===== src/gpese_regs.svh =====
`ifndef GPESE_REGS_SVH
`define GPESE_REGS_SVH

`define GPESE_STS_OFS      8'h0c
`define GPESE_EN_OFS       8'h0e
`define GPESE_STS_RST      16'h0000
`define GPESE_EN_RST       16'h0000
`define GPESE_STS_MASK     16'h0f81
`define GPESE_EN_MASK      16'h0f01
`define GPESE_INT_SRC_MASK 16'h0a01
`define GPESE_RES_SRC_MASK 16'h0f00
`define GPESE_BIT_LID      11
`define GPESE_BIT_RING     10
`define GPESE_BIT_GPI      9
`define GPESE_BIT_USB      8
`define GPESE_BIT_THOR     7
`define GPESE_BIT_THERM    0

`endif


===== src/gpese_pkg.sv =====
package gpese_pkg;

  typedef logic [15:0] gpese_word_t;

  typedef enum logic [1:0]
  {
    GPESE_ROUTE_OS,
    GPESE_ROUTE_MGMT,
    GPESE_ROUTE_RESUME
  } gpese_route_e;

endpackage


===== src/gpese_top.sv =====
`timescale 1ns/1ps
`include "gpese_regs.svh"
module gpese_top (
  // Clock and reset.
  input  wire logic        sys_clk_in,
  input  wire logic        rst_in,
  // I/O register port, offset relative to the power management base.
  input  wire logic [7:0]  io_addr_in,
  input  wire logic        io_wr_in,
  input  wire logic        io_rd_in,
  input  wire logic [1:0]  io_be_in,
  input  wire logic [15:0] io_wdata_in,
  output logic      [15:0] io_rdata_out,
  output logic             io_ack_out,
  // Event pins from outside the clock domain.
  input  wire logic        lid_in,
  input  wire logic        ring_indicate_n_in,
  input  wire logic        gp_input1_n_in,
  input  wire logic        thermal_alarm_n_in,
  // Same-domain event pulses and settings.
  input  wire logic        usb_resume_in,
  input  wire logic        thermal_override_start_in,
  input  wire logic        lid_polarity_in,
  input  wire logic        thermal_polarity_in,
  input  wire logic        os_control_interrupt_enable_in,
  input  wire logic        suspended_in,
  // Generated events.
  output logic             os_control_interrupt_out,
  output logic             management_interrupt_n_out,
  output logic             resume_event_out
);

  logic [3:0]                 pin_sync;
  logic                       lid_asserted;
  logic                       ring_asserted;
  logic                       gpi_asserted;
  logic                       therm_asserted;
  logic                       lid_prev_ff;
  logic                       ring_prev_ff;
  logic                       gpi_prev_ff;
  logic                       therm_prev_ff;
  gpese_pkg::gpese_word_t     set_vec;
  gpese_pkg::gpese_word_t     clr_vec;
  gpese_pkg::gpese_word_t     status;
  gpese_pkg::gpese_word_t     enable_ff;
  gpese_pkg::gpese_word_t     nxt_enable;
  gpese_pkg::gpese_word_t     lane_mask;
  gpese_pkg::gpese_word_t     pending;
  gpese_pkg::gpese_word_t     both_vec;
  gpese_pkg::gpese_route_e    route;
  logic                       sts_hit;
  logic                       en_hit;
  logic                       nxt_os_int;
  logic                       nxt_mgmt_int;
  logic                       nxt_resume;

  // Pins are brought into the clock domain before anything looks at them.
  gpese_sync #(
    .W (4)
  ) u_sync (
    .sys_clk_in (sys_clk_in),
    .rst_in     (rst_in),
    .async_in   ({thermal_alarm_n_in, gp_input1_n_in, ring_indicate_n_in, lid_in}),
    .sync_out   (pin_sync)
  );

  // Polarity selects which level of the lid and thermal pins counts as asserted.
  always_comb
  begin
    lid_asserted  = lid_polarity_in ? pin_sync[0] : ~pin_sync[0];
    ring_asserted = ~pin_sync[1];
    gpi_asserted  = ~pin_sync[2];
    therm_asserted = thermal_polarity_in ? pin_sync[3] : ~pin_sync[3];
  end

  // Flags capture the moment of assertion. Changing a polarity setting can
  // itself look like an assertion, so software should clear flags afterwards.
  // The history leaves reset as asserted: the synchronisers come out of reset
  // at zero, which reads as asserted for the active-low pins, and that must not
  // pass for an event. An active-low pin asserted across reset is caught on its next edge; an active-high one sets its flag as the synchroniser fills.
  always_ff @(posedge sys_clk_in)
  begin
    if (rst_in)
    begin
      lid_prev_ff   <= 1'b1;
      ring_prev_ff  <= 1'b1;
      gpi_prev_ff   <= 1'b1;
      therm_prev_ff <= 1'b1;
    end
    else
    begin
      lid_prev_ff   <= lid_asserted;
      ring_prev_ff  <= ring_asserted;
      gpi_prev_ff   <= gpi_asserted;
      therm_prev_ff <= therm_asserted;
    end
  end

  // Set conditions do not look at the enables at all.
  always_comb
  begin
    set_vec                   = 16'h0000;
    set_vec[`GPESE_BIT_LID]  = lid_asserted & ~lid_prev_ff;
    set_vec[`GPESE_BIT_RING] = ring_asserted & ~ring_prev_ff;
    set_vec[`GPESE_BIT_GPI]  = gpi_asserted & ~gpi_prev_ff;
    set_vec[`GPESE_BIT_USB]  = usb_resume_in & suspended_in;
    set_vec[`GPESE_BIT_THOR] = thermal_override_start_in;
    set_vec[`GPESE_BIT_THERM] = therm_asserted & ~therm_prev_ff;
  end

  // Register decode.
  always_comb
  begin
    sts_hit   = (io_addr_in == `GPESE_STS_OFS);
    en_hit    = (io_addr_in == `GPESE_EN_OFS);
    lane_mask = {{8{io_be_in[1]}}, {8{io_be_in[0]}}};
  end

  // A one written to a status bit clears it; a zero leaves it alone.
  always_comb
  begin
    if (io_wr_in && sts_hit)
      clr_vec = io_wdata_in & lane_mask & `GPESE_STS_MASK;
    else
      clr_vec = 16'h0000;
  end

  // The flag bank is kept apart so that the set-over-clear order sits in one place.
  gpese_flag_bank #(
    .W (16)
  ) u_flags (
    .sys_clk_in (sys_clk_in),
    .rst_in     (rst_in),
    .set_in     (set_vec & `GPESE_STS_MASK),
    .clr_in     (clr_vec),
    .flag_out   (status)
  );

  always_comb
  begin
    nxt_enable = enable_ff;
    if (io_wr_in && en_hit)
      nxt_enable = ((enable_ff & ~lane_mask) | (io_wdata_in & lane_mask))
                   & `GPESE_EN_MASK;
  end

  always_ff @(posedge sys_clk_in)
  begin
    if (rst_in)
      enable_ff <= `GPESE_EN_RST;
    else
      enable_ff <= nxt_enable;
  end

  // Reads answer one cycle later; unmapped offsets return zero without ack.
  always_ff @(posedge sys_clk_in)
  begin
    if (rst_in)
    begin
      io_rdata_out <= 16'h0000;
      io_ack_out   <= 1'b0;
    end
    else
    begin
      io_ack_out <= (io_rd_in | io_wr_in) & (sts_hit | en_hit);
      if (io_rd_in && sts_hit)
        io_rdata_out <= status & `GPESE_STS_MASK;
      else if (io_rd_in && en_hit)
        io_rdata_out <= enable_ff;
      else
        io_rdata_out <= 16'h0000;
    end
  end

  // While suspended, events wake the system; otherwise the global enable
  // picks the OS interrupt over the management interrupt.
  always_comb
  begin
    if (suspended_in)
      route = gpese_pkg::GPESE_ROUTE_RESUME;
    else if (os_control_interrupt_enable_in)
      route = gpese_pkg::GPESE_ROUTE_OS;
    else
      route = gpese_pkg::GPESE_ROUTE_MGMT;
  end

  // Only lid, general input and thermal can interrupt; ring and USB cannot.
  always_comb
  begin
    pending    = status & enable_ff & `GPESE_INT_SRC_MASK;
    nxt_os_int   = 1'b0;
    nxt_mgmt_int = 1'b0;
    nxt_resume   = 1'b0;
    case (route)
      gpese_pkg::GPESE_ROUTE_OS:
        nxt_os_int = |pending;
      gpese_pkg::GPESE_ROUTE_MGMT:
        nxt_mgmt_int = |pending;
      gpese_pkg::GPESE_ROUTE_RESUME:
        nxt_resume = |(set_vec & enable_ff & `GPESE_RES_SRC_MASK);
      default:
        nxt_os_int = 1'b0;
    endcase
  end

  // The interrupts are levels held while an enabled flag stays set.
  always_ff @(posedge sys_clk_in)
  begin
    if (rst_in)
    begin
      os_control_interrupt_out   <= 1'b0;
      management_interrupt_n_out <= 1'b1;
      resume_event_out           <= 1'b0;
    end
    else
    begin
      os_control_interrupt_out   <= nxt_os_int;
      management_interrupt_n_out <= ~nxt_mgmt_int;
      resume_event_out           <= nxt_resume;
    end
  end

  assign both_vec = set_vec & clr_vec;
endmodule


===== src/gpese_sync.sv =====
`timescale 1ns/1ps
module gpese_sync #(
  parameter int W = 4
) (
  // Clock and reset.
  input  wire logic         sys_clk_in,
  input  wire logic         rst_in,
  // Asynchronous levels in, synchronised levels out.
  input  wire logic [W-1:0] async_in,
  output logic      [W-1:0] sync_out
);

  logic [W-1:0] meta_ff;

  genvar i;
  generate
    for (i = 0; i < W; i++)
    begin : g_bit
      always_ff @(posedge sys_clk_in)
      begin
        if (rst_in)
        begin
          meta_ff[i]  <= 1'b0;
          sync_out[i] <= 1'b0;
        end
        else
        begin
          meta_ff[i]  <= async_in[i];
          sync_out[i] <= meta_ff[i];
        end
      end
    end
  endgenerate

endmodule


===== src/gpese_flag_bank.sv =====
`timescale 1ns/1ps
module gpese_flag_bank #(
  parameter int W = 16
) (
  // Clock and reset.
  input  wire logic         sys_clk_in,
  input  wire logic         rst_in,
  // Per-bit set and clear requests.
  input  wire logic [W-1:0] set_in,
  input  wire logic [W-1:0] clr_in,
  // Sticky flags.
  output logic      [W-1:0] flag_out
);

  genvar i;
  generate
    for (i = 0; i < W; i++)
    begin : g_flag
      // The set term is tested first so a clear never swallows a new event.
      always_ff @(posedge sys_clk_in)
      begin
        if (rst_in)
          flag_out[i] <= 1'b0;
        else if (set_in[i])
          flag_out[i] <= 1'b1;
        else if (clr_in[i])
          flag_out[i] <= 1'b0;
      end
    end
  endgenerate

endmodule


===== config.mk =====
export PLATFORM = sky130hd
export DESIGN_NAME = gpese_top
export DESIGN_NICKNAME = d
export VERILOG_FILES = /design/src/gpese_pkg.sv /design/src/gpese_top.sv /design/src/gpese_sync.sv /design/src/gpese_flag_bank.sv
export VERILOG_INCLUDE_DIRS = /design/src /design/src/src
export SDC_FILE = /design/constraint.sdc
export NUM_CORES = 1
export LEC_CHECK = 0
export BUFFER_PORTS_ARGS = -buffer_cell sky130_fd_sc_hd__clkbuf_2
export CAP_MARGIN = 10
export CORE_MARGIN = 2
export CORE_UTILIZATION = 49
export CTS_CLUSTER_SIZE = 25
export DETAILED_ROUTE_END_ITERATION = 8
export MAX_ROUTING_LAYER = met4
export PLACE_DENSITY = 0.83
export SYNTH_ARGS = -nofsm -noshare
export SYNTH_HDL_FRONTEND = slang
export SYNTH_SLANG_ARGS = --single-unit

===== constraint.sdc =====
create_clock -name sys_clk_in -period 4.3 [get_ports sys_clk_in]
set_clock_uncertainty 0.05 [all_clocks]
set_input_delay 0.645 -clock sys_clk_in [delete_from_list [all_inputs] [get_ports sys_clk_in]]
set_output_delay 0.645 -clock sys_clk_in [all_outputs]
set_load 0.02 [all_outputs]

# [After elaboration in Yosys (flattened, before gate mapping)]
# Index checks and enable logic that the tools add are counted.
[totals] regBits=33 input_bits=40 out_inout_bits=20 wordCells=88
[classes] mux=20 bitwise=25 n_eq_ne=4 reduce_logical=15
[ops] operator="12-bit bitwise AND" n=4
[ops] operator="12-bit 2-to-1 mux" n=3
[ops] operator="8-bit by 4-bit equality test with 1-bit output, second input constant" n=2
[ops] operator="1-bit 2-to-1 mux" n=16
[ops] operator="12-bit inverter" n=1
[ops] operator="12-bit bitwise OR" n=1
[ops] operator="2-bit nonzero test" n=6
[ops] operator="1-bit inverter" n=11
[ops] operator="1-bit bitwise AND" n=6
[ops] operator="1-bit logical AND" n=4
[ops] operator="2-bit OR reduction" n=2
[ops] operator="4-bit OR reduction" n=1
[ops] operator="3-bit OR reduction" n=1
[ops] operator="2-bit by 1-bit equality test with 1-bit output, second input constant" n=1
[ops] operator="2-bit equality test, second input constant" n=1
[ops] operator="2-bit logical NOT" n=1
[ops] operator="2-bit 2-to-1 mux" n=1
[ops] operator="1-bit bitwise OR" n=2

# [Logic depth before layout (Yosys ltp)]
[depth] word_depth=5 mapped_depth=4 depth_no_buf=3

# [Modules after synthesis]
# Synthesis repeated with hierarchy kept, for this count alone.
[hier_totals] cells_unflattened=184 area_unflattened_um2=1741.7
[by_module_without_submodules] module="gpese_top" cells_each=102 seq_area_each_um2=380.4 area_per_inst_um2=902.1 instances=1
[by_module_without_submodules] module="gpese_flag_bank" cells_each=66 seq_area_each_um2=320.3 area_per_inst_um2=629.4 instances=1
[by_module_without_submodules] module="gpese_sync" cells_each=16 seq_area_each_um2=160.2 area_per_inst_um2=210.2 instances=1

# [Worst setup path before layout]
# No wires, ideal clock.
[synth_timing] path_kind="in2reg" startpoint="in io_addr_in[5]" endpoint="reg (tool-made name)" t_required_ps=4180 path_stages=4 setup_time_ps=70 path_slack_ps=2264 arrival_ps=1916 n_path_buf=1 cell_sequence="or4_4 buf_6 or4_1 a21oi_1"
[synth_lines] element="start, declared" line_no="gpese_top.sv:8" source="input wire logic [7:0] io_addr_in,"

# [Worst setup path after layout]
[layout_timing] startpoint="in io_addr_in[5]" endpoint="reg io_rdata_out[7]"
[layout_via] elab_chain_len=3
[layout_lines] element="8-bit by 4-bit equality test with 1-bit output (no line)"
[layout_lines] element="1-bit logical AND" line_no="gpese_top.sv:166" source="if (io_rd_in && sts_hit)"
[layout_lines] element="12-bit 2-to-1 mux" line_no="gpese_top.sv:166"
[layout_lines] element="end signal, assigned" line_no="gpese_top.sv:167" source="io_rdata_out <= status & `GPESE_STS_MASK;"
[layout_lines] element="end signal, assigned" line_no="gpese_top.sv:169" source="io_rdata_out <= enable_ff;"
[layout_lines] element="end, declared" line_no="gpese_top.sv:13" source="output logic [15:0] io_rdata_out,"
# Every way passes these cells.
# A chain may end at the register's enable or synchronous reset.

==> metrics <==
CTS tree=built; utilization after layout=0.6096; Post-Syn Instances=132; Achievable Freq=503.0 MHz; filler cell count in the final layout=232; core area=approximately 0.0025 mm^2; DP Area=0.001473 mm^2; simple-gate share of the synthesized area=0.2179; Inst Count DP=196; setup TNS=0 ns; global route total overflow=0; worst hold path type=reg2reg; Setup CP Type=in2reg; CTS Buffer Depth=2; Avg Cell Area, Syn=9.877 um^2; DP HPWL=around 1900 um; Die Area=0.003089 mm^2; fin cells=slightly above 200; global-route wire length before repair=around 3900 um; Slew Limit Fails=0; # hold bufs at CTS=0; area delta synth->final=16.89%; initial antenna violation count=0; YS warnings=0; CTS root buf=clkbuf_4; Syn Std Cell Area=~0.0013 mm^2; hold slack=between 0.3 and 0.4 ns; mux share of post-synthesis cell area=0.03839; vias in the first global route=970; pwr dens=347.2 mW/mm^2; First-pass DRT Iterations=4; worst vdd ir=around 0.23 mV; die width=roughly 56 um; sequential area share after synthesis=0.5067; Clock transition at path regs=~0.090 ns; RSZ-0062 raised after global routing=false; outcome=finished, final reports clean; startpoint types=input pin; Synth Area in Adders=0; worst slew pin tran=roughly 0.88 ns; Crit. End Element=register; main combinational cell family by area after synthesis=simple AND/OR/NAND/NOR gates; final wirelength=between 2000 and 3000 um; post-route ant nets=0; GRT Resource Usage Total=0.1675; WP data required=between 4 and 5 ns; largest net degree at the start of global routing=27; met1 usage=0.1758; Cell variety after synth=32; die height=55.58 um; Slew headroom=0.4086; worst-skew pair later-pin latency=~0.33 ns; Post-Layout Inst Area=about 0.0015 mm^2; DR iter-0 viols=36; critical-path maximum fanout=6; initial core utilization=0.5215; # setup viols final=0; Placer Congestion=0.9189; FF+latch count, synth=33; num rows=18; clock sink count=33; endpoints failing hold=0; Max Cap Violations=0; Setup Fix Bufs, Post-CTS=0; Reg area=around 660 um^2; Num CTS Buffers=5; wire per inst=around 12 um; static leakage power=between 0.6 and 0.7 nW; GR Util met3=0.05581; Place WS=a little over 2 ns; Synth Area in Compound Gates=0.1286; post-DR vias/cell=around 5.3; Antenna diodes=0; GR Layer Usage met2=0.2840; layout cells sized above 1=0.2874; CTS H-tree lvls=2; Post-Synth XOR/XNOR Area=0.01344; Final Worst Setup Slack=~2.3 ns; period utilisation layout=0.4623; number of buffers added on ports=39; fin nets=around 210; crit path DAT=2.18 ns; GRT Max-Usage Layer=met2; drt drc=0; cts repair resizes=0; Power, Total=529.1 uW; multi-input logic area=~560 um^2; Vias=1077; I/O pin cnt=60; Min Clock Period, post-route=just under 2 ns
## cell families (layout without fill, tap and decap cells)
logic type / after synthesis / count (layout)
compound gates: 24 / 24
xor+xnor: 2 / 2
buf+inv: 20 / 53
flops: 33 / 33
mux: 5 / 5
other cells: 1 / 10
simple gates: 47 / 47
## layout make-up
class,instances,share of cell area
inverter,6,0.01478
multi-input combinational,88,0.3654
tap,30,0.02463
clock buffer,6,0.02709
timing repair buffer,39,0.1281
clock inverter,2,0.006568
sequential,33,0.4335
## critical path: stages
cell      delay (ns)
clkbuf_2        0.09
nor4_1          0.76
nand3_1         0.42
nor3b_1         0.27
## power by group
part	switching (mW)	total, mW	internal (mW)	leakage (nW)
combinational	0.0301	0.0512	0.0211	0.357
clock	0.0979	0.160	0.0622	0.0320
sequential	0.00366	0.318	0.314	0.269
## routing by layer
metal | wire length [um] | vias up
met2 | 1265 | 50
li1 | - | 534
met5 | 0 | -
met4 | 34 | 0
met3 | 221 | 5
met1 | 999 | 488
## final timing paths
kind                                          from                  endpoint  slack [ns]  cells past startpoint
worst max-delay path                 io_addr_in[5]           io_rdata_out[7]        2.31                      4
worst min-delay path            u_sync.sync_out[1]              ring_prev_ff        0.35                      1
worst max register to register            register  os_control_interrupt_out        3.21                      3
worst min register to register  u_sync.sync_out[1]              ring_prev_ff        0.35                      1
## cells in the mapped netlist
| library cell | count | share of area |
|---|---|---|
| o211a_1 | 1 | 0.0077 |
| a222oi_1 | 2 | 0.015 |
| nand4b_1 | 1 | 0.0067 |
| dfxtp_1 | 33 | 0.51 |
| mux2i_1 | 5 | 0.038 |
| and2_1 | 2 | 0.0096 |
| nand2_1 | 4 | 0.012 |
| nor2b_1 | 8 | 0.038 |
| o31ai_1 | 7 | 0.040 |
| and4b_1 | 1 | 0.0077 |
| xnor2_1 | 2 | 0.013 |
| buf_1 | 1 | 0.0029 |
| buf_6 | 1 | 0.0086 |
| buf_4 | 10 | 0.058 |
| nor4bb_1 | 1 | 0.0077 |
| nand3_1 | 2 | 0.0077 |
| a311oi_1 | 4 | 0.027 |
| nand4_1 | 4 | 0.019 |
| a21oi_1 | 10 | 0.038 |
| nand2b_1 | 5 | 0.024 |
| inv_1 | 6 | 0.017 |
| or4_1 | 1 | 0.0058 |
| nor3_1 | 1 | 0.0038 |
| nor4_1 | 1 | 0.0048 |
| or2_2 | 2 | 0.0096 |
| or4_4 | 1 | 0.0086 |
| nor4_2 | 1 | 0.0096 |
| nor2_1 | 9 | 0.026 |
| clkbuf_1 | 2 | 0.0058 |
| nor3b_1 | 1 | 0.0058 |
| conb_1 | 1 | 0.0029 |
| nand3b_1 | 2 | 0.012 |
## layout by cell type, fill, tap and decap left out, types with 4 or more instances in the layout
cell type and instances:
nor2_1 9, a21oi_1 10, mux2i_1 5, clkbuf_4 5
conb_1 10, clkbuf_2 39, nor2b_1 8, nand2b_1 5
nand2_1 4, o31ai_1 7, inv_1 6, dfxtp_1 33
nand4_1 4, a311oi_1 4
(Power assumes the default switching activity.)
